<file path="src/common/ssw_pkg.sv">
// constants, timing and state type for the supply supervisor watchdog
package ssw_pkg;
  localparam int CLK_PERIOD_NS       = 25;
  // internal oscillator tick period, one millisecond
  localparam int INT_TICK_PERIOD_NS  = 1000000;
  localparam int INT_TICK_CYCLES     = (INT_TICK_PERIOD_NS + CLK_PERIOD_NS - 1) / CLK_PERIOD_NS;
  localparam int INT_TICK_MS         = 1;
  localparam int RESET_HOLD_MS       = 50;
  localparam int TB_CNT_W            = 16;
  localparam int CNT_W               = 11;
  localparam logic [CNT_W-1:0] HOLD_TICKS = CNT_W'(RESET_HOLD_MS / INT_TICK_MS);
  // watchdog timeout in time-base ticks, plain default
  localparam logic [CNT_W-1:0] WDT_TICKS  = 11'h3E8;
  localparam logic [CNT_W-1:0] CNT_ONE    = 11'h001;
  localparam logic [CNT_W-1:0] CNT_ZERO   = 11'h000;

  // synchroniser lanes
  localparam int NUM_PINS   = 8;
  localparam int PIN_LL     = 0;
  localparam int PIN_BELOW  = 1;
  localparam int PIN_PF     = 2;
  localparam int PIN_WD_HI  = 3;
  localparam int PIN_WD_LO  = 4;
  localparam int PIN_SEL    = 5;
  localparam int PIN_OSC    = 6;
  localparam int PIN_CS_N   = 7;
  // select pulled high and chip-select idle high while in reset
  localparam logic [NUM_PINS-1:0] SYNC_RESET_VAL = 8'hA0;

  typedef enum logic [1:0] {
    SSW_LOW,
    SSW_HOLD,
    SSW_RUN,
    SSW_WDPULSE
  } ssw_state_t;
endpackage

</file>
<file path="src/common/ssw_tick_if.sv">
// time-base select, external clock level and tick between top and time base
`timescale 1ns/100ps
interface ssw_tick_if;
  logic use_external;
  logic ext_level;
  logic tick;
  modport src (input use_external, input ext_level, output tick);
  modport dst (output use_external, output ext_level, input tick);
endinterface

</file>
<file path="src/verilog/ssw_timebase.sv">
// time base: internal divider or edges of the external time-base input
`timescale 1ns/100ps
module ssw_timebase #(
  parameter int TICK_CYCLES = ssw_pkg::INT_TICK_CYCLES
) (
  input  wire logic  clk_in,
  input  wire logic  nrst_in,
  ssw_tick_if.src    tb
);
  import ssw_pkg::*;

  logic [TB_CNT_W-1:0] div_cnt;
  logic                ext_prev;
  logic                div_wrap;
  logic                ext_rise;

  assign div_wrap = (div_cnt == TB_CNT_W'(TICK_CYCLES - 1));
  // input already passed two flops in the top, safe to edge-detect here
  assign ext_rise = tb.ext_level & ~ext_prev;
  assign tb.tick  = tb.use_external ? ext_rise : div_wrap;

  always_ff @(posedge clk_in or negedge nrst_in) begin
    if (!nrst_in) begin
      div_cnt  <= '0;
      ext_prev <= 1'b0;
    end else begin
      div_cnt  <= (div_wrap || tb.use_external) ? '0 : div_cnt + 1'b1;
      ext_prev <= tb.ext_level;
    end
  end
endmodule

</file>
<file path="src/verilog/ssw_top.sv">
// supply supervisor: reset sequencing, three-level watchdog, status flags, chip-select gate
`timescale 1ns/100ps
module ssw_top #(
  parameter int INT_TICK_CYCLES = ssw_pkg::INT_TICK_CYCLES
) (
  input  wire logic clk_in,
  input  wire logic nrst_in,
  input  wire logic low_line_sense_in,
  input  wire logic supply_below_backup_in,
  input  wire logic power_fail_sense_in,
  input  wire logic watchdog_strobe_hi_in,
  input  wire logic watchdog_strobe_lo_in,
  input  wire logic timebase_source_select_in,
  input  wire logic timebase_input_in,
  input  wire logic chip_select_n_in,
  output logic      reset_n_out,
  output logic      reset_out,
  output logic      watchdog_fault_n_out,
  output logic      power_fail_flag_n_out,
  output logic      backup_active_flag_out,
  output logic      low_line_flag_n_out,
  output logic      chip_select_n_out
);
  import ssw_pkg::*;

  ////////////////////////////////////////////////////////////////////////////
  // input synchronisers
  logic [NUM_PINS-1:0] pins_raw;
  wire  [NUM_PINS-1:0] sync_b;

  assign pins_raw = {chip_select_n_in, timebase_input_in, timebase_source_select_in,
                     watchdog_strobe_lo_in, watchdog_strobe_hi_in, power_fail_sense_in,
                     supply_below_backup_in, low_line_sense_in};

  genvar gi;
  generate
    for (gi = 0; gi < NUM_PINS; gi++) begin : g_sync
      // one flop pair per lane keeps each register owned by a single process
      logic stage_a;
      logic stage_b;
      always_ff @(posedge clk_in or negedge nrst_in) begin
        if (!nrst_in) begin
          stage_a <= SYNC_RESET_VAL[gi];
          stage_b <= SYNC_RESET_VAL[gi];
        end else begin
          stage_a <= pins_raw[gi];
          stage_b <= stage_a;
        end
      end
      assign sync_b[gi] = stage_b;
    end
  endgenerate

  logic line_ok;
  logic below_backup;
  logic supply_low;
  assign line_ok      = sync_b[PIN_LL];
  assign below_backup = sync_b[PIN_BELOW];
  assign supply_low   = ~line_ok | below_backup;

  ////////////////////////////////////////////////////////////////////////////
  // time base
  ssw_tick_if tbi ();
  assign tbi.use_external = ~sync_b[PIN_SEL];
  assign tbi.ext_level    = sync_b[PIN_OSC];

  ssw_timebase #(
    .TICK_CYCLES (INT_TICK_CYCLES)
  ) u_timebase (
    .clk_in  (clk_in),
    .nrst_in (nrst_in),
    .tb      (tbi.src)
  );

  logic tick;
  assign tick = tbi.tick;

  ////////////////////////////////////////////////////////////////////////////
  // three-level strobe decode
  logic strobe_hi;
  logic strobe_lo;
  logic wd_enabled;
  logic last_level;
  logic strobe_edge;
  assign strobe_hi   = sync_b[PIN_WD_HI] & ~sync_b[PIN_WD_LO];
  assign strobe_lo   = sync_b[PIN_WD_LO] & ~sync_b[PIN_WD_HI];
  assign wd_enabled  = strobe_hi | strobe_lo;
  // a change between solid high and solid low counts; mid-level is not a level
  assign strobe_edge = wd_enabled & (strobe_hi != last_level);

  ////////////////////////////////////////////////////////////////////////////
  // reset sequencer and watchdog timer
  ssw_state_t       state;
  ssw_state_t       next_state;
  logic [CNT_W-1:0] hold_cnt;
  logic [CNT_W-1:0] next_hold_cnt;
  logic [CNT_W-1:0] wd_cnt;
  logic             wd_expire;
  logic             wd_clear;
  logic             hold_done;

  // timer only runs while the host is out of reset
  assign wd_clear  = strobe_edge | ~wd_enabled | (state != SSW_RUN);
  assign wd_expire = ~wd_clear & tick & (wd_cnt == WDT_TICKS - CNT_ONE);
  assign hold_done = tick & (hold_cnt == HOLD_TICKS - CNT_ONE);

  always_comb begin
    next_state    = state;
    next_hold_cnt = hold_cnt;
    if (supply_low) begin
      next_state    = SSW_LOW;
      next_hold_cnt = CNT_ZERO;
    end else begin
      case (state)
        SSW_LOW: begin
          next_state    = SSW_HOLD;
          next_hold_cnt = CNT_ZERO;
        end
        SSW_HOLD, SSW_WDPULSE: begin
          if (hold_done) begin
            next_state    = SSW_RUN;
            next_hold_cnt = CNT_ZERO;
          end else if (tick) begin
            next_hold_cnt = hold_cnt + CNT_ONE;
          end
        end
        SSW_RUN: begin
          if (wd_expire) begin
            next_state    = SSW_WDPULSE;
            next_hold_cnt = CNT_ZERO;
          end
        end
        default: begin
          next_state    = SSW_LOW;
          next_hold_cnt = CNT_ZERO;
        end
      endcase
    end
  end

  logic next_fault_n;
  // recovery wins over a new expiry in the same cycle
  assign next_fault_n = (strobe_edge | ~line_ok) ? 1'b1 :
                        wd_expire ? 1'b0 : watchdog_fault_n_out;

  always_ff @(posedge clk_in or negedge nrst_in) begin
    if (!nrst_in) begin
      state    <= SSW_LOW;
      hold_cnt <= CNT_ZERO;
      wd_cnt   <= CNT_ZERO;
      last_level <= 1'b0;
    end else begin
      state    <= next_state;
      hold_cnt <= next_hold_cnt;
      if (wd_clear || wd_expire) begin
        wd_cnt <= CNT_ZERO;
      end else if (tick) begin
        wd_cnt <= wd_cnt + CNT_ONE;
      end
      if (wd_enabled) begin
        last_level <= strobe_hi;
      end
    end
  end

  ////////////////////////////////////////////////////////////////////////////
  // registered outputs
  always_ff @(posedge clk_in or negedge nrst_in) begin
    if (!nrst_in) begin
      reset_n_out            <= 1'b0;
      reset_out              <= 1'b1;
      watchdog_fault_n_out   <= 1'b1;
      power_fail_flag_n_out  <= 1'b0;
      backup_active_flag_out <= 1'b0;
      low_line_flag_n_out    <= 1'b0;
      chip_select_n_out      <= 1'b1;
    end else begin
      reset_n_out            <= (next_state == SSW_RUN);
      reset_out              <= (next_state != SSW_RUN);
      watchdog_fault_n_out   <= next_fault_n;
      power_fail_flag_n_out  <= sync_b[PIN_PF] & ~below_backup;
      backup_active_flag_out <= below_backup;
      low_line_flag_n_out    <= line_ok;
      chip_select_n_out      <= line_ok ? sync_b[PIN_CS_N] : 1'b1;
    end
  end
endmodule

</file>
<file path="config.mk">
export PLATFORM = sky130hd
export DESIGN_NAME = ssw_top
export DESIGN_NICKNAME = d
export VERILOG_FILES = /design/src/common/ssw_pkg.sv /design/src/common/ssw_tick_if.sv /design/src/verilog/ssw_timebase.sv /design/src/verilog/ssw_top.sv
export SDC_FILE = /design/constraint.sdc
export NUM_CORES = 1
export LEC_CHECK = 0
export ABC_CLOCK_PERIOD_IN_PS = 3230
export BUFFER_PORTS_ARGS = -buffer_cell sky130_fd_sc_hd__buf_2
export CAP_MARGIN = 20
export CORE_MARGIN = 4
export CORE_UTILIZATION = 49
export DETAILED_ROUTE_END_ITERATION = 12
export PLACE_DENSITY = 0.67
export SYNTH_ARGS = -nofsm -noshare
export SYNTH_HDL_FRONTEND = slang
export SYNTH_SLANG_ARGS = --single-unit
</file>
<file path="constraint.sdc">
create_clock -name clk_in -period 3.23 [get_ports clk_in]
set_input_delay 0.646 -clock clk_in [delete_from_list [all_inputs] [get_ports clk_in]]
set_output_delay 0.646 -clock clk_in [all_outputs]
set_load 0.03 [all_outputs]
</file>
; Word level (Yosys, flattened, before mapping)
; Index checks and enable logic that the tools add are counted.
[word_totals]
register_bits = 65
input_bits = 10
out_inout_bits = 7
word_cells = 88
[classes]
addsub = 3
eq_ne = 12
mux = 16
n_bitwise = 21
reduce_logical = 7
[op_table]
columns = cell, count
row1 = 2-to-1 mux 11 bit, 6
row2 = one-hot mux 11 bit (3 select lines), 1
row3 = adder 11 x 1 -> 11 bit (second input constant), 2
row4 = adder 16 x 1 -> 16 bit (second input constant), 1
row5 = == test 16 bit (second input constant), 1
row6 = 2-to-1 mux 16 bit, 1
row7 = == test 11 x 10 -> 1 bit (second input constant), 1
row8 = == test 11 x 6 -> 1 bit (second input constant), 1
row9 = bitwise AND 1 bit, 8
row10 = NOT 1 bit, 8
row11 = == test 2 bit (second input constant), 3
row12 = 2-to-1 mux 2 bit, 3
row13 = one-hot mux 2 bit (3 select lines), 1
row14 = OR 1 bit, 5
row15 = 2-to-1 mux 1 bit, 4
row16 = != test 2 bit (second input constant), 2
row17 = != test 4 bit (second input constant), 1
row18 = nonzero test 2 bit, 2
row19 = != test 3 bit (second input constant), 1
row20 = == test 2 x 1 -> 1 bit (second input constant), 1
row21 = zero test 2 bit, 1
row22 = logical OR 1 bit, 2
row23 = AND reduction 2 bit, 1
row24 = OR reduction 2 bit, 1
row25 = != test 1 bit, 1

; Depth between registers and ports, before layout
[depth]
depth_word = 13
depth_mapped = 8
ltp_nobuf = 7

; Cells and area by module
; From an unflattened synthesis, not the netlist that was laid out.
[unflattened]
hier_cells = 263
area_unflattened_um2 = 2847.7
[modules_own_cells]
columns = module, instances, cells_per_inst, area_per_inst_um2, seq_area_each_um2
row1 = ssw_top, 1, 180, 2003.2, 1209.9
row2 = ssw_timebase, 1, 83, 844.6, 425.4

; Least setup slack after synthesis
; No wires, ideal clock.
[synth_path]
kind = reg-to-reg
startpoint = register u_timebase.div_cnt[8]
endpoint = register hold_cnt[2]
setup_ns = 0.126
t_arrival_ns = 2.227
t_required_ns = 3.104
slack_ns = 0.877
path_stages_with_launch = 7
n_path_buf = 1
synth_period_minus_slack_ns = 2.353
cell_sequence = dfrtp_1 -> or4_4 -> nor4_4 -> nor3_2 -> or2_0 -> buf_2 -> a221o_1
[synth_via]
elab_chain_cells = 6
word_cells_on_any_way = 11
classes_between = eq/ne (3) / mux (4) / bitwise (3) / reduce/logical (1)
[synth_rtl]
columns = element, line
row1 = "start, declared", ssw_timebase.sv:12  ; logic [TB_CNT_W-1:0] div_cnt;
row2 = "start signal, assigned", ssw_timebase.sv:27  ; div_cnt <= (div_wrap || tb.use_external) ? '0 : div_cnt + 1'b1;
row3 = == test 16 bit *, ssw_timebase.sv:17  ; assign div_wrap = (div_cnt == TB_CNT_W'(TICK_CYCLES - 1));
row4 = 2-to-1 mux 1 bit *, ssw_timebase.sv:20  ; assign tb.tick = tb.use_external ? ext_rise : div_wrap;
row5 = "bitwise AND 1 bit, on equally long branches", "ssw_top.sv:105, ssw_top.sv:104"
row6 = 2-to-1 mux 11 bit / bitwise AND 1 bit (equally long branches), "ssw_top.sv:120, ssw_top.sv:104"
row7 = one-hot mux 11 bit (3 select lines) / != test 3 bit (equally long branches), -
row8 = 2-to-1 mux 11 bit / AND reduction 2 bit (equally long branches), -
row9 = "end signal, assigned", ssw_top.sv:154  ; hold_cnt <= next_hold_cnt;
row10 = "end, declared", ssw_top.sv:95  ; logic [CNT_W-1:0] hold_cnt;
; Mark *: on every way between the ends. The rest lies on a longest branch, timed or not.
; A chain may end at the register's enable or synchronous reset.

; Worst setup path after layout
; Same ends and word-level chain as after synthesis.

==> impl_metrics.json <==
{
  "hold_buffers": 0,
  "syn-num-nets": 282,
  "wl_met1_um": 2513,
  "cts_max_path_buffers": 2,
  "hold_ws_ns": 0.3461,
  "synth.avg_cell_area_um2": 10.95,
  "cts_max_level": 3,
  "dp_hpwl_um": 3703,
  "timing.final.crit_share_pct": 82.21,
  "fin_setup_tns_ns": 0,
  "worst_pin_slew_ns": 0.8811,
  "p_leak_uw": 0.001402,
  "dp_slack_ns": 0.5925,
  "syn_area_um2": 2924,
  "wl_met2_um": 2519,
  "synth_compound_area_share_pct": 11.47,
  "setup_viol": 0,
  "gp_congestion": 0.7778,
  "routed.top_layer": "met4",
  "synth_edf_count": 0,
  "dieArea_um2": 7268,
  "path_max_fanout": 10,
  "slowest_delay_ns": 0.58,
  "dr.pass1.iters": 4,
  "fin_cells": 371,
  "vias": 2041,
  "power_frac_clock_pct": 43.2,
  "crit_path_end_kind": "flop",
  "finalWorstSetupSlack_ns": 0.5745,
  "antenna_cells": 0,
  "synthSimpleGateAreaFrac_pct": 23.15,
  "final_cell_mix": "dfrtp_1, nor2_1, nand2_1",
  "maxCapViolations": 0,
  "drv_slew": 0,
  "synth-xor-area-share_pct": 5.092,
  "synth.yosys.warnings": 0,
  "seqPwrFrac_pct": 52.5,
  "drive_gt1_share_pct": 19.40,
  "wl_met3_um": 242,
  "comb_power_share_pct": 4.3,
  "crit_path_start_kind": "flop",
  "yosys_register_bits": 65,
  "grt_pass1_wl_um": 9487,
  "cts_tree": "built",
  "cts_root_buffer": "clkbuf_8",
  "grt_start_max_net_pins": 34,
  "power_switching_share_pct": 24.33,
  "cts_setup_buffers": 0,
  "yosys_most_used_dff": "dfrtp_1",
  "clk_latency_ns": 0.35,
  "rows": 27,
  "grt_pass1_vias": 2045,
  "hold_path_class": "input pin to async pin",
  "fin_skew_ns": 0.006730,
  "syn_inst": 267,
  "cts_buffers": 9,
  "clk_pin_slew_worst_paths_ns": 0.07,
  "yosysSeqAreaShare_pct": 55.93,
  "grt_usage_pct": 16.86,
  "die_w_um": 85.25,
  "power_density_nw_per_um2": 485.7,
  "cp.arrival_ns": 2.89,
  "layout.nets": 309,
  "cts.sinks": 65,
  "area_delta_synth_final_pct": 13.61,
  "overflow": 0,
  "synth_mux_area_share_pct": 0.7702,
  "synthArstFlopShare_pct": 100.0,
  "io_pins": 17,
  "ir_drop_mv": 0.3304,
  "initialDrtViolationCount": 134,
  "synthAdderAreaFrac_pct": 2.139,
  "vias_per_cell": 5.501,
  "drt_wl_total_um": 5376,
  "status": "finished clean",
  "wl_per_cell_um": 14.49,
  "ctsResizeCount": 0,
  "placed_cells": 355,
  "fmax_mhz": 376.6,
  "core_um2": 5642,
  "max_slew_margin_pct": 40.76,
  "synth_top_family_by_area": "simple AND/OR/NAND/NOR gates",
  "antenna_left": 0,
  "critical_path_class": "flop to flop",
  "hold_viol": 0,
  "p_int_uw": 1221,
  "antenna_found_initial": 0,
  "crit_family": "simple AND/OR/NAND/NOR gates",
  "synthDistinctLibCells": 50,
  "slowest_stage": "or4_4",
  "worstPathRequired_ns": 3.46,
  "path_cells": "or4_4 -> nor4_4 -> nor3_2 -> or2_0 -> a221o_1",
  "initial_core_util_pct": 51.83,
  "final_common_cell": "dfrtp_1",
  "rsz0062_at_grt": "false",
  "die_h_um": 85.25,
  "drc": 0,
  "min_period_ns": 2.656,
  "path_buf_inv": 0,
  "portBuffers": 16,
  "netSwitchingPower_uw": 392.5
}
[layout make-up]
| cell class | count | area [um^2] |
|---|---|---|
| clock buffers | 9 | 123.9 |
| clock inverters | 7 | 77.57 |
| fillers | 471 | 2320 |
| inverters | 9 | 33.78 |
| multi-input cells | 191 | 1254 |
| flip-flops and latches | 65 | 1635 |
| well taps | 72 | 90.09 |
| repair buffers | 18 | 107.6 |
[synthesized netlist by cell type, types with 4 or more instances]
| cell | instances | area [um^2] |
|---|---|---|
| nand2_1 | 18 | 67.56 |
| xor2_1 | 8 | 70.07 |
| ha_1 | 5 | 62.56 |
| nand4_1 | 4 | 25.02 |
| a221o_1 | 7 | 70.07 |
| o21ai_0 | 8 | 40.04 |
| dfstp_2 | 7 | 183.9 |
| and3_1 | 7 | 43.79 |
| nand3_1 | 13 | 65.06 |
| or4_1 | 8 | 60.06 |
| dfrtp_1 | 58 | 1451 |
| o31ai_1 | 6 | 45.04 |
| xnor2_1 | 9 | 78.83 |
| a21oi_1 | 10 | 50.05 |
| inv_1 | 9 | 33.78 |
| nor2_1 | 30 | 112.6 |
| or3_1 | 4 | 25.02 |
| nor3_1 | 8 | 40.04 |
[routing by layer]
metal / track usage [%] / up-vias
met1: 21.70 / 961
met2: 25.71 / 35
met4: 8.058 / 0
met3: 5.437 / 13
met5: 0 / -
li1: - / 1032
[registers in the layout, summed over array words and instances (netlist names)]
register and cells:
u_timebase.div_cnt 16, reset_n_out 1, g_sync.stage_b 7, reset_out 1, wd_cnt 11, state 2, below_backup 1, last_level 1
g_sync.stage_a 8, watchdog_fault_n_out 1, power_fail_flag_n_out 1, low_line_flag_n_out 1, hold_cnt 11, backup_active_flag_out 1, chip_select_n_out 1, u_timebase.ext_prev 1
[kinds of logic after synthesis]
kind of cell | Yosys count
fa+ha+maj | 5
simple gates | 120
flops | 65
compound gates | 47
mux | 2
buf+inv | 11
xor+xnor | 17
[per-stage QoR]
stage / util (%) / cell area (um^2) / total power (uW)
after global placement: 55.31 / 3120 / 932.1
after detailed placement: 55.31 / 3120 / 934.1
after CTS: 58.88 / 3322 / 1640
after floorplan: - / 2924 / 896.1
final: 58.88 / 3322 / 1614
after global routing: 58.88 / 3322 / 1694
[final timing paths]
kind / startpoint / to / slack, ns / depth (start not counted)
max: u_timebase.div_cnt[8]$_DFF_PN0_ / hold_cnt[2]$_DFFE_PN0P_ / 0.57 / 5
min: nrst_in / wd_cnt[7]$_DFFE_PN0P_ / 0.35 / 1
max reg2reg: u_timebase.div_cnt[8]$_DFF_PN0_ / hold_cnt[2]$_DFFE_PN0P_ / 0.57 / 5
min reg2reg: g_sync[2].stage_a$_DFF_PN0_ / g_sync[2].stage_b$_DFF_PN0_ / 0.35 / 0
max in group asynchronous: nrst_in / reset_out$_DFF_PN1_ / 2.20 / 2
min in group clk_in: g_sync[2].stage_a$_DFF_PN0_ / g_sync[2].stage_b$_DFF_PN0_ / 0.35 / 0
[power groups by stage]
stage	combinational, uW	clock, uW	sequential [uW]
2_1_floorplan	30.6	0	866
3_3_place_gp	69.8	0	862
3_5_place_dp	71.4	0	863
4_1_cts	71.7	721	847
5_1_grt	79.0	766	850
6_report	69.5	697	847
No activity file was read; power rests on OpenSTA's default activity.
